## src/rtl/pse_mode_map.vh

```
// constants for the pse mode and address control block
// assumes a byte-wide command/data front end that has already decoded the bus
`ifndef PSE_MODE_MAP_VH
`define PSE_MODE_MAP_VH

// ****************************************
// command codes
// ****************************************
`define CMD_PIN_STATUS  8'h11
`define CMD_OP_MODE     8'h12
`define CMD_DISC_EN     8'h14
`define CMD_PWR_ON      8'h19
`define CMD_RESET       8'h1A
`define CMD_ALLOC       8'h29

// ****************************************
// fields and values
// ****************************************
`define MODE_OFF        2'h0
`define MODE_MANUAL     2'h1
`define MODE_SEMI       2'h2
`define MODE_AUTO       2'h3
`define STRAP_DIS       2'h0
`define STRAP_15W       2'h1
`define STRAP_30W       2'h2
`define PRE_ALLOC_15W   8'h00
`define PRE_ALLOC_30W   8'h33
`define ALLOC_30W       4'h3
`define CLASS_LIM_15W   4'h3
`define CLASS_LIM_30W   4'h4
`define GLOBAL_RST_BIT  7
`define ADDR_FIXED      2'h1
`define ADDR_BCAST      7'h7F
`define BYTE_ZERO       8'h00
`define CHAN_CNT        4

`endif

```

## src/rtl/pse_addr_match.v

```verilog
// i2c target address compare for one four-channel group
// assumes the address byte is already shifted in by the bus front end
`timescale 1ns/10ps
`default_nettype none
`include "pse_mode_map.vh"

module pse_addr_match (
    // received address
    input  wire [6:0] rx_addr,
    // address straps
    input  wire [3:0] strap,
    input  wire       group,
    // result
    output wire       hit
);

    wire [6:0] own_addr;

    assign own_addr = {`ADDR_FIXED, strap, group};
    assign hit      = (rx_addr == own_addr) || (rx_addr == `ADDR_BCAST);

endmodule // pse_addr_match
`default_nettype wire

```

## src/rtl/pse_chan_seq.v

```verilog
// per-channel discovery and power sequencer
// assumes detection and classification engines answer with done pulses
`timescale 1ns/10ps
`default_nettype none
`include "pse_mode_map.vh"

module pse_chan_seq (
    // clock and reset
    input  wire       clk_sys,
    input  wire       srst,
    // control
    input  wire [1:0] mode,
    input  wire       det_en,
    input  wire       cls_en,
    input  wire       pwr_cmd,
    input  wire       kill,
    // measurement results
    input  wire       det_done,
    input  wire       det_ok,
    input  wire       cls_done,
    input  wire       pwr_fault,
    // outputs
    output reg        detect_run,
    output reg        class_run,
    output reg        power_en,
    output reg        det_taken,
    output reg        cls_taken
);

    localparam [3:0] S_IDLE = 4'h1;
    localparam [3:0] S_DET  = 4'h2;
    localparam [3:0] S_CLS  = 4'h4;
    localparam [3:0] S_PWR  = 4'h8;

    reg [3:0] state;
    reg [3:0] next_state;
    reg       next_det_taken;
    reg       next_cls_taken;
    wire      manual;
    wire      autom;

    assign manual = (mode == `MODE_MANUAL);
    assign autom  = (mode == `MODE_AUTO);

    always @* begin
        next_state = state;
        next_det_taken = 1'b0;
        next_cls_taken = 1'b0;
        case (state)
            S_IDLE: begin
                if (det_en) begin
                    next_state = S_DET;
                    next_det_taken = manual;
                end else if (manual && cls_en) begin
                    next_state = S_CLS;
                    next_cls_taken = 1'b1;
                end
            end
            S_DET: begin
                if (det_done) begin
                    if (manual && cls_en) begin
                        next_state = S_CLS;
                        next_cls_taken = 1'b1;
                    end else if (!manual && det_ok && cls_en) begin
                        next_state = S_CLS;
                    end else begin
                        next_state = S_IDLE;
                    end
                end
            end
            S_CLS: begin
                if (cls_done) begin
                    // only auto powers a found load on its own
                    next_state = autom ? S_PWR : S_IDLE;
                end
            end
            S_PWR: begin
                if (pwr_fault) begin
                    next_state = S_IDLE;
                end
            end
            default: begin
                next_state = S_IDLE;
            end
        endcase
        // power-on wins over a running measurement
        if (pwr_cmd) begin
            next_state = S_PWR;
        end
        if ((mode == `MODE_OFF) || kill) begin
            next_state = S_IDLE;
            next_det_taken = 1'b0;
            next_cls_taken = 1'b0;
        end
    end

    always @(posedge clk_sys) begin
        if (srst) begin
            state      <= S_IDLE;
            detect_run <= 1'b0;
            class_run  <= 1'b0;
            power_en   <= 1'b0;
            det_taken  <= 1'b0;
            cls_taken  <= 1'b0;
        end else begin
            state      <= next_state;
            detect_run <= (next_state == S_DET);
            class_run  <= (next_state == S_CLS);
            power_en   <= (next_state == S_PWR);
            det_taken  <= next_det_taken;
            cls_taken  <= next_cls_taken;
        end
    end

endmodule // pse_chan_seq
`default_nettype wire

```

## src/rtl/pse_mode_and_address_control.v

```verilog
// mode control, autonomous preset and address reporting, four channels
// assumes an i2c front end that hands over address, command and data bytes
//
// Overview of operation
// - pin status 0x11 is read-only; bits 6:3 show the four address straps
// - bit 2 is the group bit and address lsb; 0 channels 1-4, 1 channels 5-8
// - configuration b forces the group bit to zero
// - autonomous ports cycle discovery without commands and power valid loads
// - one autonomous strap presets mode, enables and allocation for all ports
// - a class above the autonomous limit is powered demoted to that limit
// - the i2c side keeps full read and write access in autonomous mode
// - the strap is sampled only at power-up; mode and enable presets also reload in rom autonomous
// - rom autonomous: resets and off commands stop ports, then discovery resumes
// - sram autonomous: after such events ports stay off until the host acts
// - operating mode 0x12 resets to zero, two bits per channel
// - mode code: 00 off, 01 manual, 10 semiauto, 11 auto
// - off mode: unpowered, no detection or classification at all
// - going off clears the channel's event flags
// - going off clears class, detect, power status and enable bits
// - going off sets the channel's policing register to all ones
// - going off clears the channel's measurements
// - going off clears assigned class, autoclass, port flag and foldback
// - the off clearing touches only the channel switched off
// - manual: one cycle per enable set, power-on command powers at once
// - semiauto: detect only, detect plus class, or idle by the enables
`timescale 1ns/10ps
`default_nettype none
`include "pse_mode_map.vh"

module pse_mode_and_address_control (
    // clock and power-up reset
    input  wire        clk_sys,
    input  wire        srst,
    // device reset pin, already synchronous
    input  wire        reset_req_n,
    // i2c command front end
    input  wire [6:0]  i2c_addr,
    input  wire        i2c_wr,
    input  wire        i2c_rd,
    input  wire [7:0]  i2c_cmd,
    input  wire [7:0]  i2c_wdata,
    output reg         i2c_ack,
    output reg  [7:0]  i2c_rdata,
    // straps
    input  wire [3:0]  addr_strap_bits,
    input  wire        group_sel,
    input  wire        config_b,
    input  wire [1:0]  auto_strap,
    input  wire        sram_programmed,
    // per-channel measurement results
    input  wire [3:0]  det_done,
    input  wire [3:0]  det_ok,
    input  wire [3:0]  cls_done,
    input  wire [3:0]  pwr_fault,
    input  wire [15:0] req_class,
    // per-channel control out
    output wire [3:0]  detect_run,
    output wire [3:0]  class_run,
    output wire [3:0]  channel_on_status,
    output reg  [15:0] grant_class,
    output reg  [3:0]  off_clear,
    output reg  [7:0]  power_alloc,
    output reg         autonomous
);

    // ****************************************
    // straps and address
    // ****************************************
    reg  [3:0] strap_q;
    reg        group_q;
    reg  [1:0] auto_cfg;
    reg        por_pending;
    wire       hit;
    wire       rom_auto;

    always @(posedge clk_sys) begin
        if (srst) begin
            strap_q <= 4'h0;
            group_q <= 1'b0;
        end else begin
            strap_q <= addr_strap_bits;
            group_q <= config_b ? 1'b0 : group_sel;
        end
    end

    pse_addr_match u_addr (
        .rx_addr (i2c_addr),
        .strap   (strap_q),
        .group   (group_q),
        .hit     (hit)
    );

    // ****************************************
    // access decode
    // ****************************************
    // decode never looks at the autonomous state
    wire wr_ok;
    wire rd_ok;
    wire wr_mode;
    wire wr_en;
    wire wr_pwr;
    wire wr_rst;
    wire wr_alloc;
    wire glob_rst;
    wire dev_rst;

    assign wr_ok    = i2c_wr && hit;
    assign rd_ok    = i2c_rd && hit;
    assign wr_mode  = wr_ok && (i2c_cmd == `CMD_OP_MODE);
    assign wr_en    = wr_ok && (i2c_cmd == `CMD_DISC_EN);
    assign wr_pwr   = wr_ok && (i2c_cmd == `CMD_PWR_ON);
    assign wr_rst   = wr_ok && (i2c_cmd == `CMD_RESET);
    assign wr_alloc = wr_ok && (i2c_cmd == `CMD_ALLOC);
    assign glob_rst = wr_rst && i2c_wdata[`GLOBAL_RST_BIT];
    assign dev_rst  = glob_rst || !reset_req_n;
    assign rom_auto = (auto_cfg != `STRAP_DIS) && !sram_programmed;

    // ****************************************
    // power-up strap sampling and allocation
    // ****************************************
    // the strap is caught one edge after power-up release, never on later resets
    always @(posedge clk_sys) begin
        if (srst) begin
            por_pending <= 1'b1;
            auto_cfg    <= `STRAP_DIS;
            autonomous  <= 1'b0;
        end else if (por_pending) begin
            por_pending <= 1'b0;
            auto_cfg    <= auto_strap;
            autonomous  <= (auto_strap != `STRAP_DIS);
        end
    end

    always @(posedge clk_sys) begin
        if (srst) begin
            power_alloc <= `BYTE_ZERO;
        end else if (por_pending) begin
            if (auto_strap == `STRAP_30W) begin
                power_alloc <= `PRE_ALLOC_30W;
            end else begin
                power_alloc <= `PRE_ALLOC_15W;
            end
        end else if (dev_rst && !rom_auto) begin
            power_alloc <= `BYTE_ZERO;
        end else if (wr_alloc) begin
            power_alloc <= i2c_wdata;
        end
    end

    // ****************************************
    // per-channel mode, enables and sequencer
    // ****************************************
    wire [7:0] mode_vec;
    wire [3:0] det_en_vec;
    wire [3:0] cls_en_vec;

    genvar ch;
    generate
        for (ch = 0; ch < `CHAN_CNT; ch = ch + 1) begin : g_chan
            reg  [1:0] mode;
            reg  [1:0] next_mode;
            reg        det_en;
            reg        cls_en;
            reg        next_det_en;
            reg        next_cls_en;
            reg        resume;
            wire       port_rst;
            wire       kill;
            wire       going_off;
            wire       det_taken;
            wire       cls_taken;
            wire       preset;
            wire [3:0] limit;
            wire [3:0] req;

            assign port_rst = wr_rst && i2c_wdata[ch];
            assign kill     = dev_rst || port_rst;
            // rom autonomous reloads its preset, sram autonomous waits for the host
            assign preset   = rom_auto && (kill || resume);

            always @* begin
                next_mode   = mode;
                next_det_en = det_en;
                next_cls_en = cls_en;
                if (preset) begin
                    next_mode   = `MODE_AUTO;
                    next_det_en = 1'b1;
                    next_cls_en = 1'b1;
                end else if (kill) begin
                    next_mode   = `MODE_OFF;
                    next_det_en = 1'b0;
                    next_cls_en = 1'b0;
                end else begin
                    if (wr_mode) begin
                        next_mode = i2c_wdata[2*ch+1:2*ch];
                    end
                    if (wr_en) begin
                        next_det_en = i2c_wdata[ch];
                        next_cls_en = i2c_wdata[ch+4];
                    end else begin
                        // manual mode runs one cycle per enable
                        if (det_taken) begin
                            next_det_en = 1'b0;
                        end
                        if (cls_taken) begin
                            next_cls_en = 1'b0;
                        end
                    end
                    if ((mode != `MODE_OFF) && (next_mode == `MODE_OFF)) begin
                        next_det_en = 1'b0;
                        next_cls_en = 1'b0;
                    end
                end
            end

            assign going_off = ((mode != `MODE_OFF) && (next_mode == `MODE_OFF))
                               || kill;

            always @(posedge clk_sys) begin
                if (srst) begin
                    mode      <= `MODE_OFF;
                    det_en    <= 1'b0;
                    cls_en    <= 1'b0;
                    resume    <= 1'b0;
                    off_clear[ch] <= 1'b0;
                end else if (por_pending) begin
                    if (auto_strap != `STRAP_DIS) begin
                        mode   <= `MODE_AUTO;
                        det_en <= 1'b1;
                        cls_en <= 1'b1;
                    end
                    resume    <= 1'b0;
                    off_clear[ch] <= 1'b0;
                end else begin
                    mode      <= next_mode;
                    det_en    <= next_det_en;
                    cls_en    <= next_cls_en;
                    // a mode-off in rom autonomous comes back on the next edge
                    resume    <= rom_auto && !kill && going_off;
                    // one pulse clears this channel's flags, status, class,
                    // measurements, sets policing to all ones; others untouched
                    off_clear[ch] <= going_off;
                end
            end

            pse_chan_seq u_seq (
                .clk_sys    (clk_sys),
                .srst       (srst),
                .mode       (mode),
                .det_en     (det_en),
                .cls_en     (cls_en),
                .pwr_cmd    (wr_pwr && i2c_wdata[ch] && (mode != `MODE_OFF)),
                .kill       (kill || going_off),
                .det_done   (det_done[ch]),
                .det_ok     (det_ok[ch]),
                .cls_done   (cls_done[ch]),
                .pwr_fault  (pwr_fault[ch]),
                .detect_run (detect_run[ch]),
                .class_run  (class_run[ch]),
                .power_en   (channel_on_status[ch]),
                .det_taken  (det_taken),
                .cls_taken  (cls_taken)
            );

            // channels 1-2 take the low allocation nibble, 3-4 the high one
            assign limit = (power_alloc[4*(ch/2)+3:4*(ch/2)] == `ALLOC_30W) ?
                           `CLASS_LIM_30W : `CLASS_LIM_15W;
            assign req   = req_class[4*ch+3:4*ch];

            always @(posedge clk_sys) begin
                if (srst) begin
                    grant_class[4*ch+3:4*ch] <= 4'h0;
                end else if (going_off) begin
                    grant_class[4*ch+3:4*ch] <= 4'h0;
                end else if (autonomous && (req > limit)) begin
                    grant_class[4*ch+3:4*ch] <= limit;
                end else begin
                    grant_class[4*ch+3:4*ch] <= req;
                end
            end

            assign mode_vec[2*ch+1:2*ch] = mode;
            assign det_en_vec[ch]        = det_en;
            assign cls_en_vec[ch]        = cls_en;
        end
    endgenerate

    // ****************************************
    // read path and acknowledge
    // ****************************************
    // unmapped commands read zero so a stray read never returns stale data
    reg [7:0] next_rdata;

    always @* begin
        case (i2c_cmd)
            `CMD_PIN_STATUS: next_rdata = {1'b0, strap_q, group_q, 2'b00};
            `CMD_OP_MODE:    next_rdata = mode_vec;
            `CMD_DISC_EN:    next_rdata = {cls_en_vec, det_en_vec};
            `CMD_ALLOC:      next_rdata = power_alloc;
            default:         next_rdata = `BYTE_ZERO;
        endcase
    end

    always @(posedge clk_sys) begin
        if (srst) begin
            i2c_ack   <= 1'b0;
            i2c_rdata <= `BYTE_ZERO;
        end else begin
            i2c_ack <= wr_ok || rd_ok;
            if (rd_ok) begin
                i2c_rdata <= next_rdata;
            end
        end
    end

endmodule // pse_mode_and_address_control
`default_nettype wire

```

## config.mk

```make
export PLATFORM = sky130hd
export DESIGN_NAME = pse_mode_and_address_control
export DESIGN_NICKNAME = d
export VERILOG_FILES = /design/src/rtl/pse_addr_match.v /design/src/rtl/pse_chan_seq.v /design/src/rtl/pse_mode_and_address_control.v
export VERILOG_INCLUDE_DIRS = /design/src /design/src/rtl
export SDC_FILE = /design/constraint.sdc
export NUM_CORES = 1
export LEC_CHECK = 0
export CORE_MARGIN = 1
export CORE_UTILIZATION = 45
export DETAILED_ROUTE_END_ITERATION = 7
export DONT_BUFFER_PORTS = 1
export SLEW_MARGIN = 40
export SYNTH_ARGS = -nofsm -noshare
export SYNTH_HDL_FRONTEND = slang
export SYNTH_SLANG_ARGS = --single-unit
```

## constraint.sdc

```tcl
create_clock -name clk_sys -period 5.3 [get_ports clk_sys]
set_input_delay 0.795 -clock clk_sys [delete_from_list [all_inputs] [get_ports clk_sys]]
set_output_delay 0.795 -clock clk_sys [all_outputs]
set_load 0.1 [all_outputs]
```

Yosys cells after proc, flatten, opt, wreduce, memory -nomap -nowiden
Cells that the tools add are included.
{"block": "totals", "word_cells": 403, "input_bits": 69, "output_inout_bits": 50, "reg_bits": 102}
{"block": "op_classes", "eq_ne": 48, "mux": 146, "bitwise": 8, "reduce_logical": 141, "n_lt_le_gt_ge": 4}
{"operator": "two-way mux 4 bit", "count": 40}
{"operator": "one-hot mux 4 bit (4 select lines)", "count": 4}
{"operator": "two-way mux 1 bit", "count": 62}
{"operator": "logical AND 1 bit", "count": 58}
{"operator": "two-way mux 2 bit", "count": 25}
{"operator": "nonzero test 6 bit", "count": 8}
{"operator": "equality test 4 x 2 -> 1 bit (second input constant)", "count": 10}
{"operator": "equality test 8 x 5 -> 1 bit (second input constant)", "count": 5}
{"operator": "equality test 4 x 3 -> 1 bit (second input constant)", "count": 8}
{"operator": "equality test 4 bit (second input constant)", "count": 8}
{"operator": "one-hot mux 8 bit (4 select lines)", "count": 1}
{"operator": "zero test 2 bit", "count": 12}
{"operator": "two-way mux 8 bit", "count": 3}
{"operator": "logical OR 1 bit", "count": 23}
{"operator": "OR reduction 2 bit", "count": 10}
{"operator": "two-way mux 3 bit", "count": 6}
{"operator": "equality test 4 x 1 -> 1 bit (second input constant)", "count": 4}
{"operator": "AND reduction 2 bit", "count": 8}
{"operator": "OR reduction 4 bit", "count": 4}
{"operator": "nonzero test 2 bit", "count": 6}
{"operator": "zero test 1 bit", "count": 11}
{"operator": "equality test 2 bit (second input constant)", "count": 5}
{"operator": "equality test 2 x 1 -> 1 bit (second input constant)", "count": 4}
{"operator": "equality test 8 x 6 -> 1 bit (second input constant)", "count": 1}
{"operator": "other kinds (9)", "count": 21}

Logic depth before layout (Yosys ltp)
Gate-level depths: netlist of the first run.
{"block": "logic_depth", "word_depth": 19, "ltp_mapped": 10, "depth_no_buf": 10}

Modules after synthesis
A second synthesis of the first run with hierarchy kept.
{"block": "unflattened", "hier_cells": 623, "area_unflattened_um2": 5476.5}
{"module": "pse_mode_and_address_control", "cells_per_inst": 417, "seq_area_each_um2": 1321.3, "area_each_um2": 3619.7, "instances": 1}
{"module": "pse_chan_seq", "cells_per_inst": 49, "seq_area_each_um2": 180.2, "area_each_um2": 445.4, "instances": 4}
{"module": "pse_addr_match", "cells_per_inst": 10, "seq_area_each_um2": 0.0, "area_each_um2": 75.1, "instances": 1}

Worst setup path before layout of the first run
No wires, ideal clock.
{"block": "synth_path", "kind": "register to register", "start": "register power_alloc[5]", "end": "register grant_class[10]", "period_less_slack_ns": 2.814, "path_stages_with_launch": 10, "t_arrival_ns": 2.697, "path_slack_ns": 2.486, "setup_time_ns": 0.117, "path_buffers": 0, "cell_sequence": "dfxtp_1 -> nand4bb_1 -> inv_1 -> ha_1 -> nor2b_1 -> o21ai_0 -> a32oi_1 -> o21ai_0 -> mux2i_1 -> nor2_1"}
{"block": "synth_between", "elab_chain_len": 5}
{"element": "start: declaration", "line_no": "pse_mode_and_address_control.v:62", "text": "output reg [7:0] power_alloc,"}
{"element": "start signal: assignment", "line_no": "pse_mode_and_address_control.v:136", "text": "power_alloc <= `BYTE_ZERO;"}
{"element": "start signal: assignment", "line_no": "pse_mode_and_address_control.v:139", "text": "power_alloc <= `PRE_ALLOC_30W;"}
{"element": "start signal: assignment", "line_no": "pse_mode_and_address_control.v:141", "text": "power_alloc <= `PRE_ALLOC_15W;"}
{"element": "equality test 4 x 2 -> 1 bit (no line) *"}
{"element": "two-way mux 3 bit (no line) *"}
{"element": "greater-than comparator 4 bit", "line_no": "pse_mode_and_address_control.v:275", "text": "end else if (autonomous && (req > limit)) begin"}
{"element": "logical AND 1 bit", "line_no": "pse_mode_and_address_control.v:275"}
{"element": "two-way mux 4 bit *", "line_no": "pse_mode_and_address_control.v:275"}
{"element": "end signal: indexed assignment", "line_no": "pse_mode_and_address_control.v:276", "text": "grant_class[4*ch+3:4*ch] <= limit;"}
{"element": "end signal: indexed assignment", "line_no": "pse_mode_and_address_control.v:278", "text": "grant_class[4*ch+3:4*ch] <= req;"}
{"element": "end: declaration", "line_no": "pse_mode_and_address_control.v:60", "text": "output reg [15:0] grant_class,"}
Mark *: on every way between the ends. The rest lies on a longest branch, timed or not.
A chain may end at the register's enable or synchronous reset.

Worst setup path after layout of the first run
{"block": "layout_path", "start": "register power_alloc[5]", "end": "register grant_class[12]"}
{"block": "layout_between", "elab_chain_len": 5}
{"element": "equality test 4 x 2 -> 1 bit (no line) *"}
{"element": "two-way mux 3 bit (no line) *"}
{"element": "greater-than comparator 4 x 3 -> 1 bit", "line_no": "pse_mode_and_address_control.v:275"}
{"element": "logical AND 1 bit", "line_no": "pse_mode_and_address_control.v:275"}
{"element": "two-way mux 4 bit *", "line_no": "pse_mode_and_address_control.v:275"}
Marked as above.

==> results, run 1 <==
- The mean area per synthesized cell is 8.273 sq um.
- Along the worst path, the maximum fanout reaches 7.
- The post-route clock skew is 0.005579 ns.
- In the layout the commonest cells are dfxtp_1, nor2_1, dfxtp_2.
- After the first detailed-routing iteration, the DRC count stood at 469.
- The floorplan step set the die height to 113.5 microns.
- In the synthesized netlist the async set-or-reset flop fraction comes to 0%.
- The sequential fraction of the synthesis area is 36.51%.
- The first-pass GRT wire length is 25,140 microns.
- The cell area reported after detailed placement is 5648 sq um.
- The core footprint is 12,060 sq um.
- The number of synthesis warnings is 0.
- The endpoint identified for the worst register-to-register timing path is grant_class[12].
- Max-cap violations in this run came to 0.
- The floorplan step defined a die boundary enclosing 12,880 sq um.
- Along the worst hold path, the cell count comes to 1.
- The post-detailed-routing wire length is 15,800 microns.
- The post-synthesis sequential element count is 102.
- The first detailed-routing pass ran for 5 iterations.
- The run finished with clean final reports.
- The minimum clock period after layout is 2.983 ns.
- The startpoint kind of the worst setup timing path is a flip-flop.
- The path with the worst hold slack has its endpoint at g_chan[1].resume.
- The cell leakage power is 2.018 nW.
- The number of failing hold endpoints at the final stage is 0.
- The initialized floorplan defines 40 standard-cell rows.
- The critical path capture point type is a flip-flop.
- Clock tree synthesis found a total of 102 sinks.
- The fill cell total of the finished layout is 1,167.
- Data on the critical path arrives at its endpoint at 3.23 ns.
- The effective utilization at floorplan is 46.37%.
- Yosys mapped a number of flops with a built-in enable equal to 0.
- The number of library cell types mapped by synthesis is 78.
- The top flip-flop cell by instance count after synthesis is dfxtp_1.
- Sorting the synthesized cells by area gives the leading types as dfxtp_1, a21oi_1, o21ai_0, nor2_1, nand2_1.
- Dividing the detail-routed wire length by the instance count gives 19.36 microns.
- Relative to the synthesized area, the layout overhead comes to 5.794%.
- The pin count of the biggest net entering global routing is 33.
- The clock network latency to the later pin of the worst-skew pair is 0.35 ns.
- The cell accounting for the most synthesized area is dfxtp_1.
- The number of nets in the synthesized netlist is 757.
- The count of final setup violators is 0.
- The final hold slack is 0.4469 ns.
- The total number of H-tree levels is 3.
- The total overflow left after global routing is 0.
- The die span in x is 113.5 microns.
- The final weighted congestion in routability-driven placement is 0.8504.
- The worst slew margin relative to its limit is 45.11%.
- Cells fill 49.06% of the core in the end.
- The combined area of the multi-input logic cells is 3223 sq um.
- In this run the deepest clock path goes through 2 buffers.
- The most frequent standard cell in the layout excluding fill and tap cells is dfxtp_1.
- The number of global-route vias before repair is 4,854.
- In this run the remaining antenna-violating nets after routing total 0.
- The fraction of final layout cells sized beyond drive strength 1 is 14.81%.
- Summing all flip-flop and latch instances after layout gives 2103 sq um.
- Once detailed placement completed, the half-perimeter wirelength came to 11,790 microns.
- Post-CTS timing repair inserted 0 buffers for setup.
- After routing the design area is 5917 sq um.
- The path depth of the worst reg2reg path is 9.
- The data required time at the worst endpoint is 5.55 ns.
- For this run, design rule violations remaining after detail routing come to 0.
- Clock-pin slew was measured on the worst setup and hold paths at 0.07 ns.
- In this run the critical register-to-register path is launched from power_alloc[5].
- The path class of the tightest hold or removal check is reg2reg.
- Setup repair after global routing left no endpoint under its margin.
- For the pin with the worst max-slew slack, the measured transition is 0.8170 ns.
- Dividing total power by cell area gives a power density of 282.6 nW/um^2.
- The post-cts sizing count is 0.
- The root buffer cell is clkbuf_16.
- TritonCTS built the clock tree.
- The final layout contains 724 nets.
- In the synthesized netlist, the number of instances is 676.
- Across all layers, the routed design uses 5,162 vias.
- 119 I/O pins were placed.
- The critical path is of the reg2reg type.
- The final critical path takes up 56.28% of the cycle.
- The number of buffers added by the clock tree synthesis step is 9.
- In this run, post-CTS hold repair placed 0 buffers.
- The power consumption is 1.672 mW.
- The worst hold path begins at g_chan[1].resume.
- The maximum clock frequency is 0.3352 GHz.
- The post-detailed-route via-to-cell ratio is 6.326.
- The mapped netlist covers 5593 sq um.
- The fraction of post-synthesis cell area in the top cell type by area is 36.51%.
- Summed over all failing endpoints, the final setup total negative slack is 0 ns.
- During placement, the flow inserted port buffers numbering 0.
- The number of diodes is 0.
- The maximum resistive drop on vdd is 126.9 uV.
- The slack of the worst reg-to-reg path is 2.32 ns.
- Global routing used 25.10% of the available tracks across all layers.
- The number of pins exceeding their max-slew limit in the final report is 0.
- The number of antenna violations at the first check in global routing is 0.
kinds of logic after synthesis:
family,share of synthesized area (%)
simple gates,26.11
compound gates,25.95
flops,36.51
buf+inv,6.085
fa+ha+maj,2.684
xor+xnor,1.409
mux,1.253
worst max-delay path, stage by stage, from the launching register on:
cell,delay (ns)
dfxtp_2,0.69
nand4bb_1,0.56
inv_1,0.29
ha_1,0.27
nor2b_1,0.14
o21ai_0,0.15
a32oi_1,0.07
o21ai_0,0.39
nor2_1,0.11
a211oi_1,0.22
worst max path at each step:
stage | start | to | cells after the start
after floorplan | power_alloc[5] | grant_class[10] | 9
after global placement | power_alloc[5] | grant_class[14] | 9
after detailed placement | i2c_addr[3] | g_chan[1].u_seq.class_run | 6
after CTS | power_alloc[5] | grant_class[8] | 9
after global routing | power_alloc[5] | grant_class[8] | 9
final | power_alloc[5] | grant_class[12] | 9
registers in the layout (all words and copies together), names as in the netlist:
signal,flops
auto_cfg,2
autonomous,1
g_chan.cls_en,4
g_chan.det_en,4
g_chan.mode,8
g_chan.resume,4
g_chan.u_seq.class_run,4
g_chan.u_seq.cls_taken,4
g_chan.u_seq.det_taken,4
g_chan.u_seq.detect_run,4
g_chan.u_seq.power_en,4
g_chan.u_seq.state,16
grant_class,16
group_q,1
i2c_ack,1
i2c_rdata,8
off_clear,4
por_pending,1
power_alloc,8
strap_q,4
power breakdown:
group	total, mW	switching (mW)	internal [mW]
registers	0.895	0.101	0.794
logic	0.169	0.101	0.0682
clock network	0.609	0.292	0.317
routing by layer:
layer / track usage, % / wire (microns) / part of all wire (%)
met1: 32.57 / 6846 / 43
met2: 39.92 / 7192 / 46
met3: 7.545 / 1469 / 9.3
met4: 7.982 / 287 / 1.8
met5: 0 / 0 / 0
Yosys cell counts, types with 12 or more instances:
master    number
dfxtp_1      102
nor2_1        50
a21oi_1       48
nand2_1       47
o21ai_0       41
nand3_1       29
inv_1         27
nor3_1        26
nor2b_1       23
clkbuf_1      21
nor4_1        16
buf_4         15
ha_1          12
final cells by class:
type | count | share of cell area (%)
flip-flops and latches | 102 | 35.55
clock buffers | 10 | 3.870
clock inverters | 6 | 0.6555
well taps | 168 | 3.553
repair buffers | 1 | 0.1269
multi-input cells | 501 | 54.47
inverters | 28 | 1.776
through the flow:
stage	worst slack, ns	cells
floorplan	2.486	676
global placement	2.007	800
detailed placement	2.034	800
CTS	2.309	816
global route	2.098	816
finish	2.317	816
(Power assumes the default switching activity.)
==> inputs of run 2 (changes only) <==
clock period = 2.8 ns   (was 5.3 ns; I/O delays follow)
==> run 2 against run 1 <==
  * Sequential power grew 85%
  * Final area up 3.1%
  * Combinational power is 120% higher
  * First-iteration DRC count is 9.0% lower
  * Flip-flop and latch count unchanged
  * Critical path type unchanged
  * Critical endpoint is now grant_class[2]
  * Largest power group unchanged
==> results, run 2 (synthesis gave the netlist of run 1 again) <==
- The pin count of the biggest net entering global routing is 33 (unchanged).
- The longest individual stage delay on the worst path is 0.42 ns (was 0.69 ns).
- The cell with the largest stage delay on the worst path is o21ai_0 (was dfxtp_2).
- The net count reported at finish is 748 (was 724).
- The core footprint is 12,060 sq um (unchanged).
- The number of failing hold endpoints at the final stage is 0 (unchanged).
- The number of DRC markers after the initial detailed-route iteration was 427 (was 469).
- The final weighted congestion in routability-driven placement came to 0.9011 (was 0.8504).
- The start point of the critical path is power_alloc[2] (was power_alloc[5]).
- The transition time of the tightest slew-check pin is 0.6185 ns (was 0.8170 ns).
- The maximum resistive drop on vdd is 275.4 uV (was 126.9 uV).
- The final core utilization is 50.58% (was 49.06%).
- The vertical extent of the die is 113.5 microns (unchanged).
- The total negative setup slack is 0 ns (unchanged).
- The half-perimeter wire length after detailed placement is 12,410 microns (was 11,790 microns).
- The maximum clock path buffer count was 2 (unchanged).
- The power consumption is 3.255 mW (was 1.672 mW).
- The met3 track demand over resource in global routing is 7.226% (was 7.545%).
- Commonest non-fill, non-tap cells in the layout: dfxtp_1, nor2_1, a21oi_1 (was dfxtp_1, nor2_1, dfxtp_2).
- The total DRC errors in the routed layout was 0 (unchanged).
- The part of the power in combinational logic is 11.3% (was 10.1%).
- The number of primary I/O pins came to 119 (unchanged).
- The worst flop-to-flop path startpoint is power_alloc[2] (was power_alloc[5]).
- The final cell count without fillers came to 838 (was 816).
- The cell leakage power is 2.139 nW (was 2.018 nW).
- The maximum clock frequency is 0.4011 GHz (was 0.3352 GHz).
- The count of final setup violators came to 0 (unchanged).
- The power spent charging and discharging nets came to 0.9291 mW (was 0.4934 mW).
- The pre-CTS setup slack came to 0.3737 ns (was 2.034 ns).
- The post-detailed-routing wire length is 16,440 microns (was 15,800 microns).
- The global routing usage on met2 came to 39.67% (was 39.92%).
- The first-pass GRT wire length came to 26,080 microns (was 25,140 microns).
- The clock edge transition at the registers on the reported setup and hold paths was 0.07 ns (about the same).
- The buffer count from post-CTS setup fixing was 0 (unchanged).
- The post-detailed-route via-to-cell ratio came to 6.210 (was 6.326).
- The fraction of final layout cells sized beyond drive strength 1 was 16.42% (was 14.81%).
- The end of the worst register-to-register path is grant_class[2] (was grant_class[12]).
- The number of cells in the design after placement is 824 (was 800).
- The number of antenna violations at the first check in global routing is 0 (unchanged).
- The maximum fanout encountered on the critical timing path is 7 (unchanged).
- The total number of H-tree levels is 3 (unchanged).
- The number of pins exceeding their max-slew limit in the final report was 0 (unchanged).
- The sum of overflow across all layers after global routing is 0 (unchanged).
- The number of input and output port buffers inserted is 0 (unchanged).
- The effective utilization at floorplan is 46.37% (unchanged).
- RSZ-0062 raised after global routing: false (unchanged).
- The number of iterations in the first detailed-routing pass came to 6 (was 5).
- Run status: complete, no violations (unchanged).
- The data required time at the worst endpoint is 3.03 ns (was 5.55 ns).
- The number of placement rows is 40 (unchanged).
- The global router's overall resource usage was 26.11% (was 25.10%).
- The root buffer cell is clkbuf_16 (unchanged).
- The internal power of the cells is 2.325 mW (was 1.179 mW).
- The met1 track utilization from global routing came to 34.03% (was 32.57%).
- The launch instance of the worst min-delay path is srst (was g_chan[1].resume).
- The number of buffers added by the clock tree synthesis step was 9 (unchanged).
- Top Registers: g_chan.u_seq.state: 16 flops, grant_class: 16 flops (unchanged).
- The end point of the most critical hold path was por_pending (was g_chan[1].resume).
- The share of the clock period used by the worst path after layout is 89.04% (was 56.28%).
- The number of cells traversed by the worst hold path is 0 (was 1).
- The number of antenna-violating nets in the routed design is 0 (unchanged).
- The category of the most critical setup path is reg2reg (unchanged).
- The number of diodes came to 0 (unchanged).
- The post-route clock skew is 0.005412 ns (was 0.005579 ns).
- The arrival time of data at the critical path endpoint is 2.72 ns (was 3.23 ns).
- The worst slew margin relative to its limit is 58.77% (was 45.11%).
- The power per cell area is 533.5 nW/um^2 (was 282.6 nW/um^2).
- The average wire length per cell after detail routing is 19.62 microns (was 19.36 microns).
- The signed area change from the synthesized netlist to the final layout was 9.083% (was 5.794%).
- The path depth of the worst reg2reg path is 10 (was 9).
- The number of global-route vias before repair is 4,983 (was 4,854).
- The max-cap violation count is 0 (unchanged).
- The clock network latency to the later pin of the worst-skew pair is 0.35 ns (about the same).
- The post-cts sizing count is 0 (unchanged).
- The hold buffer count at cts came to 0 (unchanged).
- The classification of the worst-slack hold path is in2reg (was reg2reg).
- The busiest metal layer after global routing is met2 (unchanged).
- The minimum clock period after layout is 2.493 ns (was 2.983 ns).
- Cell breakdown of the critical path: nor2_1 > nand3_1 > inv_1 > ha_1 > nor2b_1 > o21ai_0 > a32oi_1 > o21ai_0 > mux2i_1 > nor2_1 (was nand4bb_1 > inv_1 > ha_1 > nor2b_1 > o21ai_0 > a32oi_1 > o21ai_0 > nor2_1 > a211oi_1).
- The count of vias placed by the detailed router is 5,204 (was 5,162).
- The clock network power share is 37.6% (was 36.4%).
- The switching share of power is 28.55% (was 29.50%).
- The slack of the worst reg-to-reg path is 0.31 ns (was 2.32 ns).
- The die footprint is 12,880 sq um (unchanged).
- The TritonCTS clock tree was built (unchanged).
- The critical path capture point type is a flip-flop (unchanged).
- The die span in x is 113.5 microns (unchanged).
- The startpoint kind of the worst setup timing path is a flip-flop (unchanged).
- The TritonCTS sink count is 102 (unchanged).
- The portion of total power attributed to sequential cells came to 51.2% (was 53.5%).
- The final critical-path setup slack was 0.3068 ns (was 2.317 ns).
- The most frequent standard cell in the layout excluding fill and tap cells was dfxtp_1 (unchanged).
[run 2: power by group through the flow]
| stage | Combinational, mW | Clock [mW] | Sequential (mW) |
|---|---|---|---|
| 2_1_floorplan | 0.277 | 0 | 1.69 |
| 3_3_place_gp | 0.352 | 0 | 1.69 |
| 3_5_place_dp | 0.362 | 0 | 1.70 |
| 4_1_cts | 0.364 | 1.25 | 1.66 |
| 5_1_grt | 0.406 | 1.31 | 1.67 |
| 6_report | 0.368 | 1.22 | 1.66 |
[run 2: worst max-delay path by stage]
stage	to	slack, ns	cells past startpoint
detailed placement	g_chan[0].u_seq.det_taken	0.37	6
global placement	g_chan[2].u_seq.class_run	0.46	6
global route	grant_class[2]	0.13	10
floorplan	grant_class[6]	0.02	9
finish	grant_class[2]	0.31	10
CTS	grant_class[2]	0.37	10
[run 2: final cells by class]
| class | count | area [sq um] |
|---|---|---|
| Inverter | 28 | 105.1 |
| Clock buffer | 10 | 229.0 |
| Clock inverter | 4 | 50.05 |
| Sequential cell | 102 | 2096 |
| Fill cell | 1162 | 5961 |
| Tap cell | 168 | 210.2 |
| Multi-Input combinational cell | 501 | 3211 |
| Timing Repair Buffer | 25 | 200.2 |
[run 2: per-stage QoR]
stage          area, sq um  hold slack, ns
2_1_floorplan         5595          0.4069
6_report              6101          0.1002
5_1_grt               6101         0.08147
3_3_place_gp          5771          0.4204
4_1_cts               6101         0.08491
3_5_place_dp          5822          0.4298
[run 2: worst max-delay path, delay by kind of cell (launching register included)]
kind | cells | cell delay, ns
AO/OA/AOI/OAI | 3 | 0.71
AND/OR/NAND/NOR | 4 | 0.58
multiplexers | 1 | 0.27
adder cells (fa/ha/maj) | 1 | 0.27
buffers and inverters | 1 | 0.23
flip-flops | 1 | 0.31
[run 2: routing by layer]
layer,up-vias,routed length (microns)
met5,-,0
met4,0,510
met3,41,1575
met2,249,7219
met1,2410,7133
li1,2504,-
